## src/common/adm_pkg.sv

```systemverilog
// Package for the operand address-mode decoder.
// Holds prefix codes, mode and prefix types, reset values and the
// mode-to-sequence decode used by the decoder; the tests predict on their own.
`default_nettype none
package adm_pkg;

  // ==========================================================
  // Constants
  localparam logic [7:0]  PFX_Y_SWAP_CODE   = 8'h90;  // prefix_y_swap
  localparam logic [7:0]  PFX_IND_Y_CODE    = 8'h91;  // prefix_indirect_y
  localparam logic [7:0]  PFX_INDIRECT_CODE = 8'h92;  // prefix_indirect
  localparam logic [7:0]  PAGE_ZERO_HI      = 8'h00;
  localparam logic [15:0] ADDR_RST          = 16'h0000;
  localparam logic [7:0]  BYTE_RST          = 8'h00;
  localparam logic [1:0]  ONE_BYTE          = 2'h1;
  localparam logic [1:0]  TWO_BYTES         = 2'h2;

  // ==========================================================
  // Types
  // Base addressing mode of the opcode, as given by the opcode table
  typedef enum logic [3:0] {
    M_INH, M_IMM, M_DIR_S, M_DIR_L, M_IX0, M_IXS, M_IXL,
    M_REL, M_BIT, M_BIT_REL
  } adm_mode_t;

  typedef enum logic [1:0] {P_NONE, P_Y, P_IY, P_IND} adm_pfx_t;

  // Fetch plan of one instruction after prefix and opcode
  typedef struct packed {
    logic [1:0] n_adr;   // stream bytes after opcode for address
    logic       ind;     // pointer read from page zero
    logic       pword;   // pointer is a word
    logic       idx_en;  // index register added
    logic       use_y;   // Y replaces X
    logic       rel;     // relative target produced
    logic       bitrel;  // offset byte follows the address byte
    logic       ill;     // combination not allowed
  } adm_eff_t;

  // ==========================================================
  // Functions
  // Mode and prefix to fetch plan
  function automatic adm_eff_t adm_decode(adm_mode_t m, adm_pfx_t p, logic sonly);
    adm_eff_t e;
    e = '0;
    unique case (m)
      M_INH, M_IMM: begin
        e.use_y = (p == P_Y);
        e.ill   = (p == P_IY) || (p == P_IND);
      end
      M_DIR_S: begin
        e.n_adr = ONE_BYTE;
        e.use_y = (p == P_Y);
        e.ind   = (p == P_IND);
        e.ill   = (p == P_IY);
      end
      M_DIR_L: begin
        e.n_adr = (p == P_IND) ? ONE_BYTE : TWO_BYTES;
        e.ind   = (p == P_IND);
        e.pword = (p == P_IND);
        e.use_y = (p == P_Y);
        e.ill   = (p == P_IY) || sonly;
      end
      M_IX0: begin
        e.idx_en = 1'b1;
        e.use_y  = (p == P_Y);
        e.ill    = (p == P_IY) || (p == P_IND);
      end
      M_IXS, M_IXL: begin
        e.idx_en = 1'b1;
        e.ind    = (p == P_IND) || (p == P_IY);
        e.n_adr  = (m == M_IXL && !e.ind) ? TWO_BYTES : ONE_BYTE;
        e.pword  = e.ind && (m == M_IXL);
        e.use_y  = (p == P_Y) || (p == P_IY);
        e.ill    = sonly && (m == M_IXL);
      end
      M_REL: begin
        e.n_adr = ONE_BYTE;
        e.rel   = 1'b1;
        e.ind   = (p == P_IND);
        e.ill   = (p == P_Y) || (p == P_IY);
      end
      M_BIT, M_BIT_REL: begin
        e.n_adr  = ONE_BYTE;
        e.ind    = (p == P_IND);
        e.bitrel = (m == M_BIT_REL);
        e.rel    = (m == M_BIT_REL);
        e.ill    = (p == P_Y) || (p == P_IY);
      end
      default: e.ill = 1'b1;
    endcase
    return e;
  endfunction

  // Program counter plus signed 8-bit offset
  function automatic logic [15:0] adm_rel_add(logic [15:0] pc, logic [7:0] off);
    return pc + {{8{off[7]}}, off};
  endfunction

endpackage
`default_nettype wire

```

## src/common/adm_ea_if.sv

```systemverilog
// Interface between decoder control, byte assembler and address adder.
// Assumes decoder and byte assembler share one clock; the address adder is combinational.
`timescale 1ns/10ps
`default_nettype none
interface adm_ea_if;
  logic        clr;     // clear assembled word
  logic        shift;   // shift in one byte
  logic [7:0]  din;     // byte from memory
  logic [15:0] word;    // assembled word, first byte high
  logic [7:0]  idx;     // index register value
  logic        idx_en;  // add index
  logic [15:0] pc;      // pc after the instruction
  logic [7:0]  off;     // signed relative offset
  logic [15:0] ea;      // effective address
  logic [15:0] tgt;     // relative target

  modport ctl  (output clr, shift, din, idx, idx_en, pc, off,
                input word, ea, tgt);
  modport pair (input clr, shift, din, output word);
  modport calc (input word, idx, idx_en, pc, off, output ea, tgt);
endinterface // adm_ea_if
`default_nettype wire

```

## src/verilog/adm_decoder.sv

```systemverilog
// Operand address-mode decoder of the 8-bit core.
// Assumes a memory port answering each held read with mem_valid, and an
// opcode table that returns op_mode for opcode in the decode cycle.
// Function
// - Short direct: one address byte, page zero
// - Long direct: two bytes, full 64K address
// - Indexed: unsigned sum of index and offset
// - No-offset indexed: no byte, address is index
// - Short indexed: byte offset plus index, to 1FE
// - Long indexed: word offset plus index
// - Indirect: pointer read at page-zero address byte
// - Short indirect: byte pointer, page-zero operand
// - Long indirect: word pointer, full space
// - Indirect indexed: pointer plus X or Y
// - Short indirect indexed: byte pointer, to 1FE
// - Memory-to-memory ops allow short forms only
// - Relative: pc plus signed 8-bit offset
// - Relative direct: offset byte follows opcode
// - Relative indirect: offset read from memory
// - Prefix, opcode, then zero to two bytes
// - Prefix 90 swaps X for Y
// - Prefix 92 makes direct forms indirect
// - Prefix 92 makes short and long X-indexed indirect indexed; no-offset indexed is illegal
// - Prefix 91 uses Y in indirect indexed
`timescale 1ns/10ps
`default_nettype none
module adm_decoder (
  input  wire logic               clk,
  input  wire logic               rst,
  input  wire logic               start,
  input  wire logic [15:0]        pc_in,
  input  wire logic [7:0]         x_in,
  input  wire logic [7:0]         y_in,
  input  wire adm_pkg::adm_mode_t op_mode,
  input  wire logic               short_only,
  output logic [7:0]              opcode,
  output logic                    mem_rd,
  output logic [15:0]             mem_addr,
  input  wire logic [7:0]         mem_rdata,
  input  wire logic               mem_valid,
  output logic                    busy,
  output logic                    done,
  output logic [15:0]             ea,
  output logic [15:0]             rel_target,
  output logic [15:0]             next_pc,
  output logic                    is_rel,
  output logic                    is_ind,
  output logic                    use_y,
  output logic                    illegal
);
  import adm_pkg::*;

  typedef enum logic [2:0] {
    S_IDLE, S_OPC, S_DEC, S_ADR, S_PTR, S_ROFF, S_DONE
  } adm_state_t;

  adm_state_t  state_ff, nxt_state;
  adm_pfx_t    pfx_ff;
  adm_mode_t   mode_ff;
  adm_eff_t    eff_ff, eff_now;
  logic        sonly_ff;
  logic [7:0]  opcode_ff, idx_ff, off_ff, ptr_a_ff;
  logic [15:0] pc_ff, opnd_pc_ff, mem_addr_ff;
  logic        mem_rd_ff;
  logic [1:0]  adr_left_ff;
  logic        ptr_more_ff;
  logic        rd_ok, issue, is_pfx;
  logic [15:0] issue_addr;
  logic        done_ff, ill_o_ff, y_o_ff, rel_o_ff, ind_o_ff;
  logic [15:0] ea_o_ff, tgt_o_ff, npc_o_ff;
  adm_pfx_t    pfx_code;

  adm_ea_if ea_if ();

  // ==========================================================
  // Submodules
  adm_byte_pair u_pair (
    .clk (clk),
    .rst (rst),
    .pif (ea_if.pair)
  );

  adm_ea_calc u_calc (
    .cif (ea_if.calc)
  );

  // ==========================================================
  // Prefix recognition
  always_comb begin
    is_pfx   = 1'b1;
    pfx_code = P_NONE;
    unique case (mem_rdata)
      PFX_Y_SWAP_CODE:   pfx_code = P_Y;
      PFX_IND_Y_CODE:    pfx_code = P_IY;
      PFX_INDIRECT_CODE: pfx_code = P_IND;
      default:           is_pfx = 1'b0;
    endcase
  end

  assign rd_ok   = mem_rd_ff && mem_valid;
  assign eff_now = adm_decode(op_mode, pfx_ff, short_only);

  // ==========================================================
  // Sequencer: next state and read issue
  always_comb begin
    nxt_state  = state_ff;
    issue      = 1'b0;
    issue_addr = mem_addr_ff;
    unique case (state_ff)
      S_IDLE: begin
        if (start) begin
          issue      = 1'b1;
          issue_addr = pc_in;
          nxt_state  = S_OPC;
        end
      end
      S_OPC: begin
        if (rd_ok) begin
          if (is_pfx && pfx_ff == P_NONE) begin
            issue      = 1'b1;
            issue_addr = pc_ff + 16'h0001;
          end else begin
            nxt_state = S_DEC;
          end
        end
      end
      S_DEC: begin
        if (eff_now.ill || eff_now.n_adr == 2'h0) begin
          nxt_state = S_DONE;
        end else begin
          issue      = 1'b1;
          issue_addr = pc_ff;
          nxt_state  = S_ADR;
        end
      end
      S_ADR: begin
        if (rd_ok) begin
          if (adr_left_ff != ONE_BYTE) begin
            issue      = 1'b1;
            issue_addr = pc_ff + 16'h0001;
          end else if (eff_ff.ind) begin
            issue      = 1'b1;
            issue_addr = {PAGE_ZERO_HI, mem_rdata};
            nxt_state  = S_PTR;
          end else if (eff_ff.bitrel) begin
            issue      = 1'b1;
            issue_addr = pc_ff + 16'h0001;
            nxt_state  = S_ROFF;
          end else begin
            nxt_state = S_DONE;
          end
        end
      end
      S_PTR: begin
        if (rd_ok) begin
          if (ptr_more_ff) begin
            issue      = 1'b1;
            issue_addr = {PAGE_ZERO_HI, ptr_a_ff + 8'h01};
          end else if (eff_ff.bitrel) begin
            issue      = 1'b1;
            issue_addr = pc_ff;
            nxt_state  = S_ROFF;
          end else begin
            nxt_state = S_DONE;
          end
        end
      end
      S_ROFF: begin
        if (rd_ok) begin
          nxt_state = S_DONE;
        end
      end
      S_DONE: nxt_state = S_IDLE;
    endcase
  end

  // State register
  always_ff @(posedge clk) begin
    if (rst) begin
      state_ff <= S_IDLE;
    end else begin
      state_ff <= nxt_state;
    end
  end

  // ==========================================================
  // Memory read port, request held until answered
  always_ff @(posedge clk) begin
    if (rst) begin
      mem_rd_ff   <= 1'b0;
      mem_addr_ff <= ADDR_RST;
    end else if (issue) begin
      mem_rd_ff   <= 1'b1;
      mem_addr_ff <= issue_addr;
    end else if (rd_ok) begin
      mem_rd_ff <= 1'b0;
    end
  end

  // Stream pointer, advanced on each instruction byte taken
  always_ff @(posedge clk) begin
    if (rst) begin
      pc_ff <= ADDR_RST;
    end else if (state_ff == S_IDLE && start) begin
      pc_ff <= pc_in;
    end else if (rd_ok && state_ff inside {S_OPC, S_ADR, S_ROFF}) begin
      pc_ff <= pc_ff + 16'h0001;
    end
  end

  // ==========================================================
  // Prefix, opcode and fetch plan capture
  always_ff @(posedge clk) begin
    if (rst) begin
      pfx_ff     <= P_NONE;
      opcode_ff  <= BYTE_RST;
      mode_ff    <= M_INH;
      eff_ff     <= '0;
      sonly_ff   <= 1'b0;
      idx_ff     <= BYTE_RST;
      opnd_pc_ff <= ADDR_RST;
    end else if (state_ff == S_IDLE && start) begin
      pfx_ff <= P_NONE;
    end else if (state_ff == S_OPC && rd_ok) begin
      if (is_pfx && pfx_ff == P_NONE) begin
        pfx_ff <= pfx_code;
      end else begin
        opcode_ff <= mem_rdata;
      end
    end else if (state_ff == S_DEC) begin
      mode_ff    <= op_mode;
      eff_ff     <= eff_now;
      sonly_ff   <= short_only;
      idx_ff     <= eff_now.use_y ? y_in : x_in;
      opnd_pc_ff <= pc_ff;
    end
  end

  // Byte counters and pointer address
  always_ff @(posedge clk) begin
    if (rst) begin
      adr_left_ff <= 2'h0;
      ptr_more_ff <= 1'b0;
      ptr_a_ff    <= BYTE_RST;
    end else if (state_ff == S_DEC) begin
      adr_left_ff <= eff_now.n_adr;
    end else if (state_ff == S_ADR && rd_ok) begin
      adr_left_ff <= adr_left_ff - 2'h1;
      ptr_more_ff <= eff_ff.pword;
      ptr_a_ff    <= mem_rdata;
    end else if (state_ff == S_PTR && rd_ok) begin
      ptr_more_ff <= 1'b0;
    end
  end

  // Offset byte that follows a bit address
  always_ff @(posedge clk) begin
    if (rst) begin
      off_ff <= BYTE_RST;
    end else if (state_ff == S_ROFF && rd_ok) begin
      off_ff <= mem_rdata;
    end
  end

  // ==========================================================
  // Word assembly and adder hookup
  always_comb begin
    ea_if.clr    = (state_ff == S_DEC) || (state_ff == S_ADR && rd_ok && eff_ff.ind
                   && adr_left_ff == ONE_BYTE);
    ea_if.shift  = rd_ok && state_ff inside {S_ADR, S_PTR};
    ea_if.din    = mem_rdata;
    ea_if.idx    = idx_ff;
    ea_if.idx_en = eff_ff.idx_en;
    ea_if.pc     = pc_ff;
    ea_if.off    = eff_ff.bitrel ? off_ff : ea_if.word[7:0];
  end

  // ==========================================================
  // Result registers, loaded as the sequence ends
  always_ff @(posedge clk) begin
    if (rst) begin
      done_ff  <= 1'b0;
      ea_o_ff  <= ADDR_RST;
      tgt_o_ff <= ADDR_RST;
      npc_o_ff <= ADDR_RST;
      ill_o_ff <= 1'b0;
      y_o_ff   <= 1'b0;
      rel_o_ff <= 1'b0;
      ind_o_ff <= 1'b0;
    end else begin
      done_ff <= (state_ff == S_DONE);
      if (state_ff == S_DONE) begin
        ea_o_ff  <= ea_if.ea;
        tgt_o_ff <= ea_if.tgt;
        npc_o_ff <= pc_ff;
        ill_o_ff <= eff_ff.ill;
        y_o_ff   <= eff_ff.use_y;
        rel_o_ff <= eff_ff.rel;
        ind_o_ff <= eff_ff.ind;
      end
    end
  end

  assign opcode     = opcode_ff;
  assign mem_rd     = mem_rd_ff;
  assign mem_addr   = mem_addr_ff;
  assign busy       = (state_ff != S_IDLE);
  assign done       = done_ff;
  assign ea         = ea_o_ff;
  assign rel_target = tgt_o_ff;
  assign next_pc    = npc_o_ff;
  assign is_rel     = rel_o_ff;
  assign is_ind     = ind_o_ff;
  assign use_y      = y_o_ff;
  assign illegal    = ill_o_ff;
endmodule // adm_decoder
`default_nettype wire

```

## src/verilog/adm_byte_pair.sv

```systemverilog
// Assembles address, offset and pointer bytes into a 16-bit word.
// Assumes bytes arrive in memory order, lower address first.
`timescale 1ns/10ps
`default_nettype none
module adm_byte_pair (
  input  wire logic clk,
  input  wire logic rst,
  adm_ea_if.pair    pif
);
  import adm_pkg::*;

  logic [15:0] word_ff;

  // ==========================================================
  // Shift register, first byte ends up high
  always_ff @(posedge clk) begin
    if (rst || pif.clr) begin
      word_ff <= ADDR_RST;
    end else if (pif.shift) begin
      word_ff <= {word_ff[7:0], pif.din};
    end
  end

  assign pif.word = word_ff;
endmodule // adm_byte_pair
`default_nettype wire

```

## src/verilog/adm_ea_calc.sv

```systemverilog
// Effective address and relative target adder.
// Assumes the word input is stable in the cycle it is used.
`timescale 1ns/10ps
`default_nettype none
module adm_ea_calc (
  adm_ea_if.calc cif
);
  import adm_pkg::*;

  // ==========================================================
  // Unsigned index add and signed pc add
  always_comb begin
    cif.ea  = cif.word + (cif.idx_en ? {PAGE_ZERO_HI, cif.idx} : ADDR_RST);
    cif.tgt = adm_rel_add(cif.pc, cif.off);
  end
endmodule // adm_ea_calc
`default_nettype wire

```

## config.mk

```make
export PLATFORM = sky130hd
export DESIGN_NAME = adm_decoder
export DESIGN_NICKNAME = d
export VERILOG_FILES = /design/src/common/adm_pkg.sv /design/src/common/adm_ea_if.sv /design/src/verilog/adm_decoder.sv /design/src/verilog/adm_byte_pair.sv /design/src/verilog/adm_ea_calc.sv
export SDC_FILE = /design/constraint.sdc
export NUM_CORES = 1
export LEC_CHECK = 0
export BUFFER_PORTS_ARGS = -buffer_cell sky130_fd_sc_hd__buf_2
export CORE_UTILIZATION = 35
export CTS_BUF_LIST = sky130_fd_sc_hd__clkbuf_4 sky130_fd_sc_hd__clkbuf_8
export DETAILED_ROUTE_END_ITERATION = 8
export MAX_ROUTING_LAYER = met4
export PLACE_DENSITY = 0.65
export SYNTH_ARGS = -nofsm -noshare
export SYNTH_HDL_FRONTEND = slang
export SYNTH_SLANG_ARGS = --single-unit
```

## constraint.sdc

```tcl
create_clock -name clk -period 3.8 [get_ports clk]
set_clock_uncertainty 0.15 [all_clocks]
set_input_delay 0.76 -clock clk [delete_from_list [all_inputs] [get_ports clk]]
set_output_delay 0.76 -clock clk [all_outputs]
set_load 0.01 [all_outputs]
```

==> results.cfg <==
[setup_path]
r2r-start = eff_ff[1]$_SDFFE_PP0P_
critPathLaunchType = flip-flop
critPathKind = flip-flop to flip-flop
crit_fanout = 8
critPathLaunch = eff_ff[1]$_SDFFE_PP0P_
cp.required_ns = 4.00
worstPathArrival_ns = 3.33
cp-end-kind = flip-flop

[timing]
slew_headroom_pct = 42.1
finalCritPeriodShare_pct = 82.3
layout_setup_ws_ns = 0.673
setup_viol = 0
slew_viol_final = 0
whs_ns = 0.302
finalSetupTns_ns = 0
finalCriticalPeriod_ns = 3.13
hold_viol_final = 0
worst_pin_slew_ns = 0.868
max_freq_mhz = 320
rsz0062_at_grt = false

[yosys]
syn_avg_cell_area_um2 = 8.09
synthCells = 1021
ys_ff_latch = 149
seq_area_frac_synth_pct = 36.1
synth_edf_count = 0
ys_warn_count = 0
yosys_most_used_dff = dfxtp_1
synth_area_um2 = 8260
ys_types = 77
ys_async_sr_fraction_pct = 0
synth_nets = 1102

[floorplanning]
rows = 55
top_level_ports = 128
dieArea_um2 = 24200
coreArea_um2 = 22900
fp.dieW_um = 156
dieHeight_um = 156
initial_core_util_pct = 36.1

[final_layout]
antenna_cells = 0
design_area_um2 = 9510
mostFrequentLayoutCells = dfxtp_1 (149), nand2_1 (140), buf_2 (126)
layout-drive-gt1-share_pct = 18.6
final_common_cell = dfxtp_1
syn_to_final_growth_pct = 15.1
layout.nets = 1195
utilization_pct = 41.5

[drt]
postRouteWirelength_um = 24600
drt-pass1-iter-count = 6
dr.first_iter.drc_count = 675
postRouteAntennaNets = 0
vias = 7806
viasPerCell = 5.43
wl_per_cell_um = 17.1
drc = 0

[run_status]
status = complete, no violations

[clock_network]
cts_buffers = 17
cts.sinks = 149
root_buffer = clkbuf_8
path_clk_slew_ns = 0.08
post_cts_resized = 0
cts_buffer_depth = 2
clk-insertion-delay-late_ns = 0.46
cts_tree = built
postCtsSetupBuffers = 0
cts_hold_buffers = 0
htreeDepth = 4

[power]
peakVddDrop_mv = 0.227
p_leak_nw = 3.74
powerDensity_nw_per_um2 = 364

[place]
pre_cts_slack_ns = 0.728
placed_area_um2 = 9100
portBuffers = 127
hpwl_um = 17500
gp_congestion = 0.910

[global_routing]
antenna_found_initial = 0
grt_usage_pct = 21.1
grt_pass1_vias = 7019
grt_pass1_wl_um = 38700
grt_max_degree = 78
gr-total-overflow = 0

[hold_path]
hold_start = next_pc[12]$_SDFFE_PP0P_
hp-class = flip-flop to flip-flop

[run]
drv_cap = 0
-- metal layers --
metal	global-route usage, %	share of wire (%)
met4	6.07	1.7
met3	4.28	6.4
met2	32.3	45
met5	-	0
met1	28.0	47
-- kinds of logic (layout without fill, tap and decap cells) --
logic type | count (synthesis) | in the layout | synth area share, %
adder cells (fa/ha/maj) | 32 | 32 | 5.03
buffers and inverters | 91 | 195 | 4.83
XOR/XNOR | 24 | 24 | 2.54
AO/OA/AOI/OAI | 284 | 284 | 23.4
AND/OR/NAND/NOR | 400 | 400 | 23.0
multiplexers | 41 | 41 | 5.06
flip-flops | 149 | 149 | 36.1
-- power breakdown --
group          internal [W]  switching, W  leakage (nW)  total [W]
logic              0.000176      0.000287          2.34   0.000464
registers           0.00161     0.0000690          1.21    0.00168
clock network      0.000698      0.000618         0.203    0.00132
total               0.00248      0.000974          3.74    0.00346
-- worst max-delay path, stage by stage (launching register included) --
cell and delay (ns):
dfxtp_1 0.50, mux2i_1 0.38, inv_1 0.23, ha_1 0.39
and3_1 0.21, and3_1 0.19, a211oi_2 0.29, a211oi_1 0.13
or3_1 0.31, a32o_1 0.24
-- final timing paths --
check / cells after the start / slack [ns] / to
max: 9 / 0.67 / rel_target[13]$_SDFFE_PP0P_
min reg2reg: 2 / 0.30 / next_pc[12]$_SDFFE_PP0P_
max reg2reg: 9 / 0.67 / rel_target[13]$_SDFFE_PP0P_
min: 2 / 0.30 / next_pc[12]$_SDFFE_PP0P_
-- metrics by stage --
stage / instances / power, W
after global placement: 1408 / 0.00217
final: 1438 / 0.00346
after CTS: 1438 / 0.00348
after detailed placement: 1408 / 0.00217
after global routing: 1438 / 0.00360
after floorplan: 1021 / 0.00201
-- layout make-up --
class,count,area [µm²]
Clock buffer,21,283
Clock inverter,9,128
Fill cell,2350,13400
Inverter,25,93.8
Multi-Input combinational cell,781,4890
Sequential cell,149,2980
Tap cell,313,392
Timing Repair Buffer,140,736
-- sequential cells by signal (all words and copies together), names as in the netlist, 3 cells and up --
register / flops
ea: 16
ea_if.pc: 16
mem_addr: 16
next_pc: 16
rel_target: 16
u_pair.pif.word: 16
ea_if.idx: 8
off_ff: 8
opcode: 8
ptr_a_ff: 8
eff_ff: 6
state_ff: 3
-- synth_stat cells, types with 6 or more instances --
cell      number  area (µm²)
a221oi_1      10        87.6
buf_2         18        90.1
and2_1        11        68.8
xnor2_1       16         140
ha_1          30         375
clkbuf_1      41         154
nor3_1        40         200
nor2_1       105         394
nand2_1      140         526
nor2b_1        9        56.3
mux2i_1       35         350
a311oi_1      13         114
a211oi_2       7        87.6
a21o_1         6        45.0
and3_1        13        81.3
nand3b_1      11        82.6
a31oi_1        8        50.1
or3_1          9        56.3
mux2_2         6        67.6
o21a_1        10        75.1
a22oi_1        9        67.6
a21oi_1       93         465
o21ai_0       48         240
dfxtp_1      149        2980
nand3_1       20         100
nand4_1        6        37.5
a211oi_1      22         165
inv_1         25        93.8
nand2b_1      10        62.6
a222oi_1       9        90.1
xor2_1         8        70.1
(Power assumes the default switching activity.)
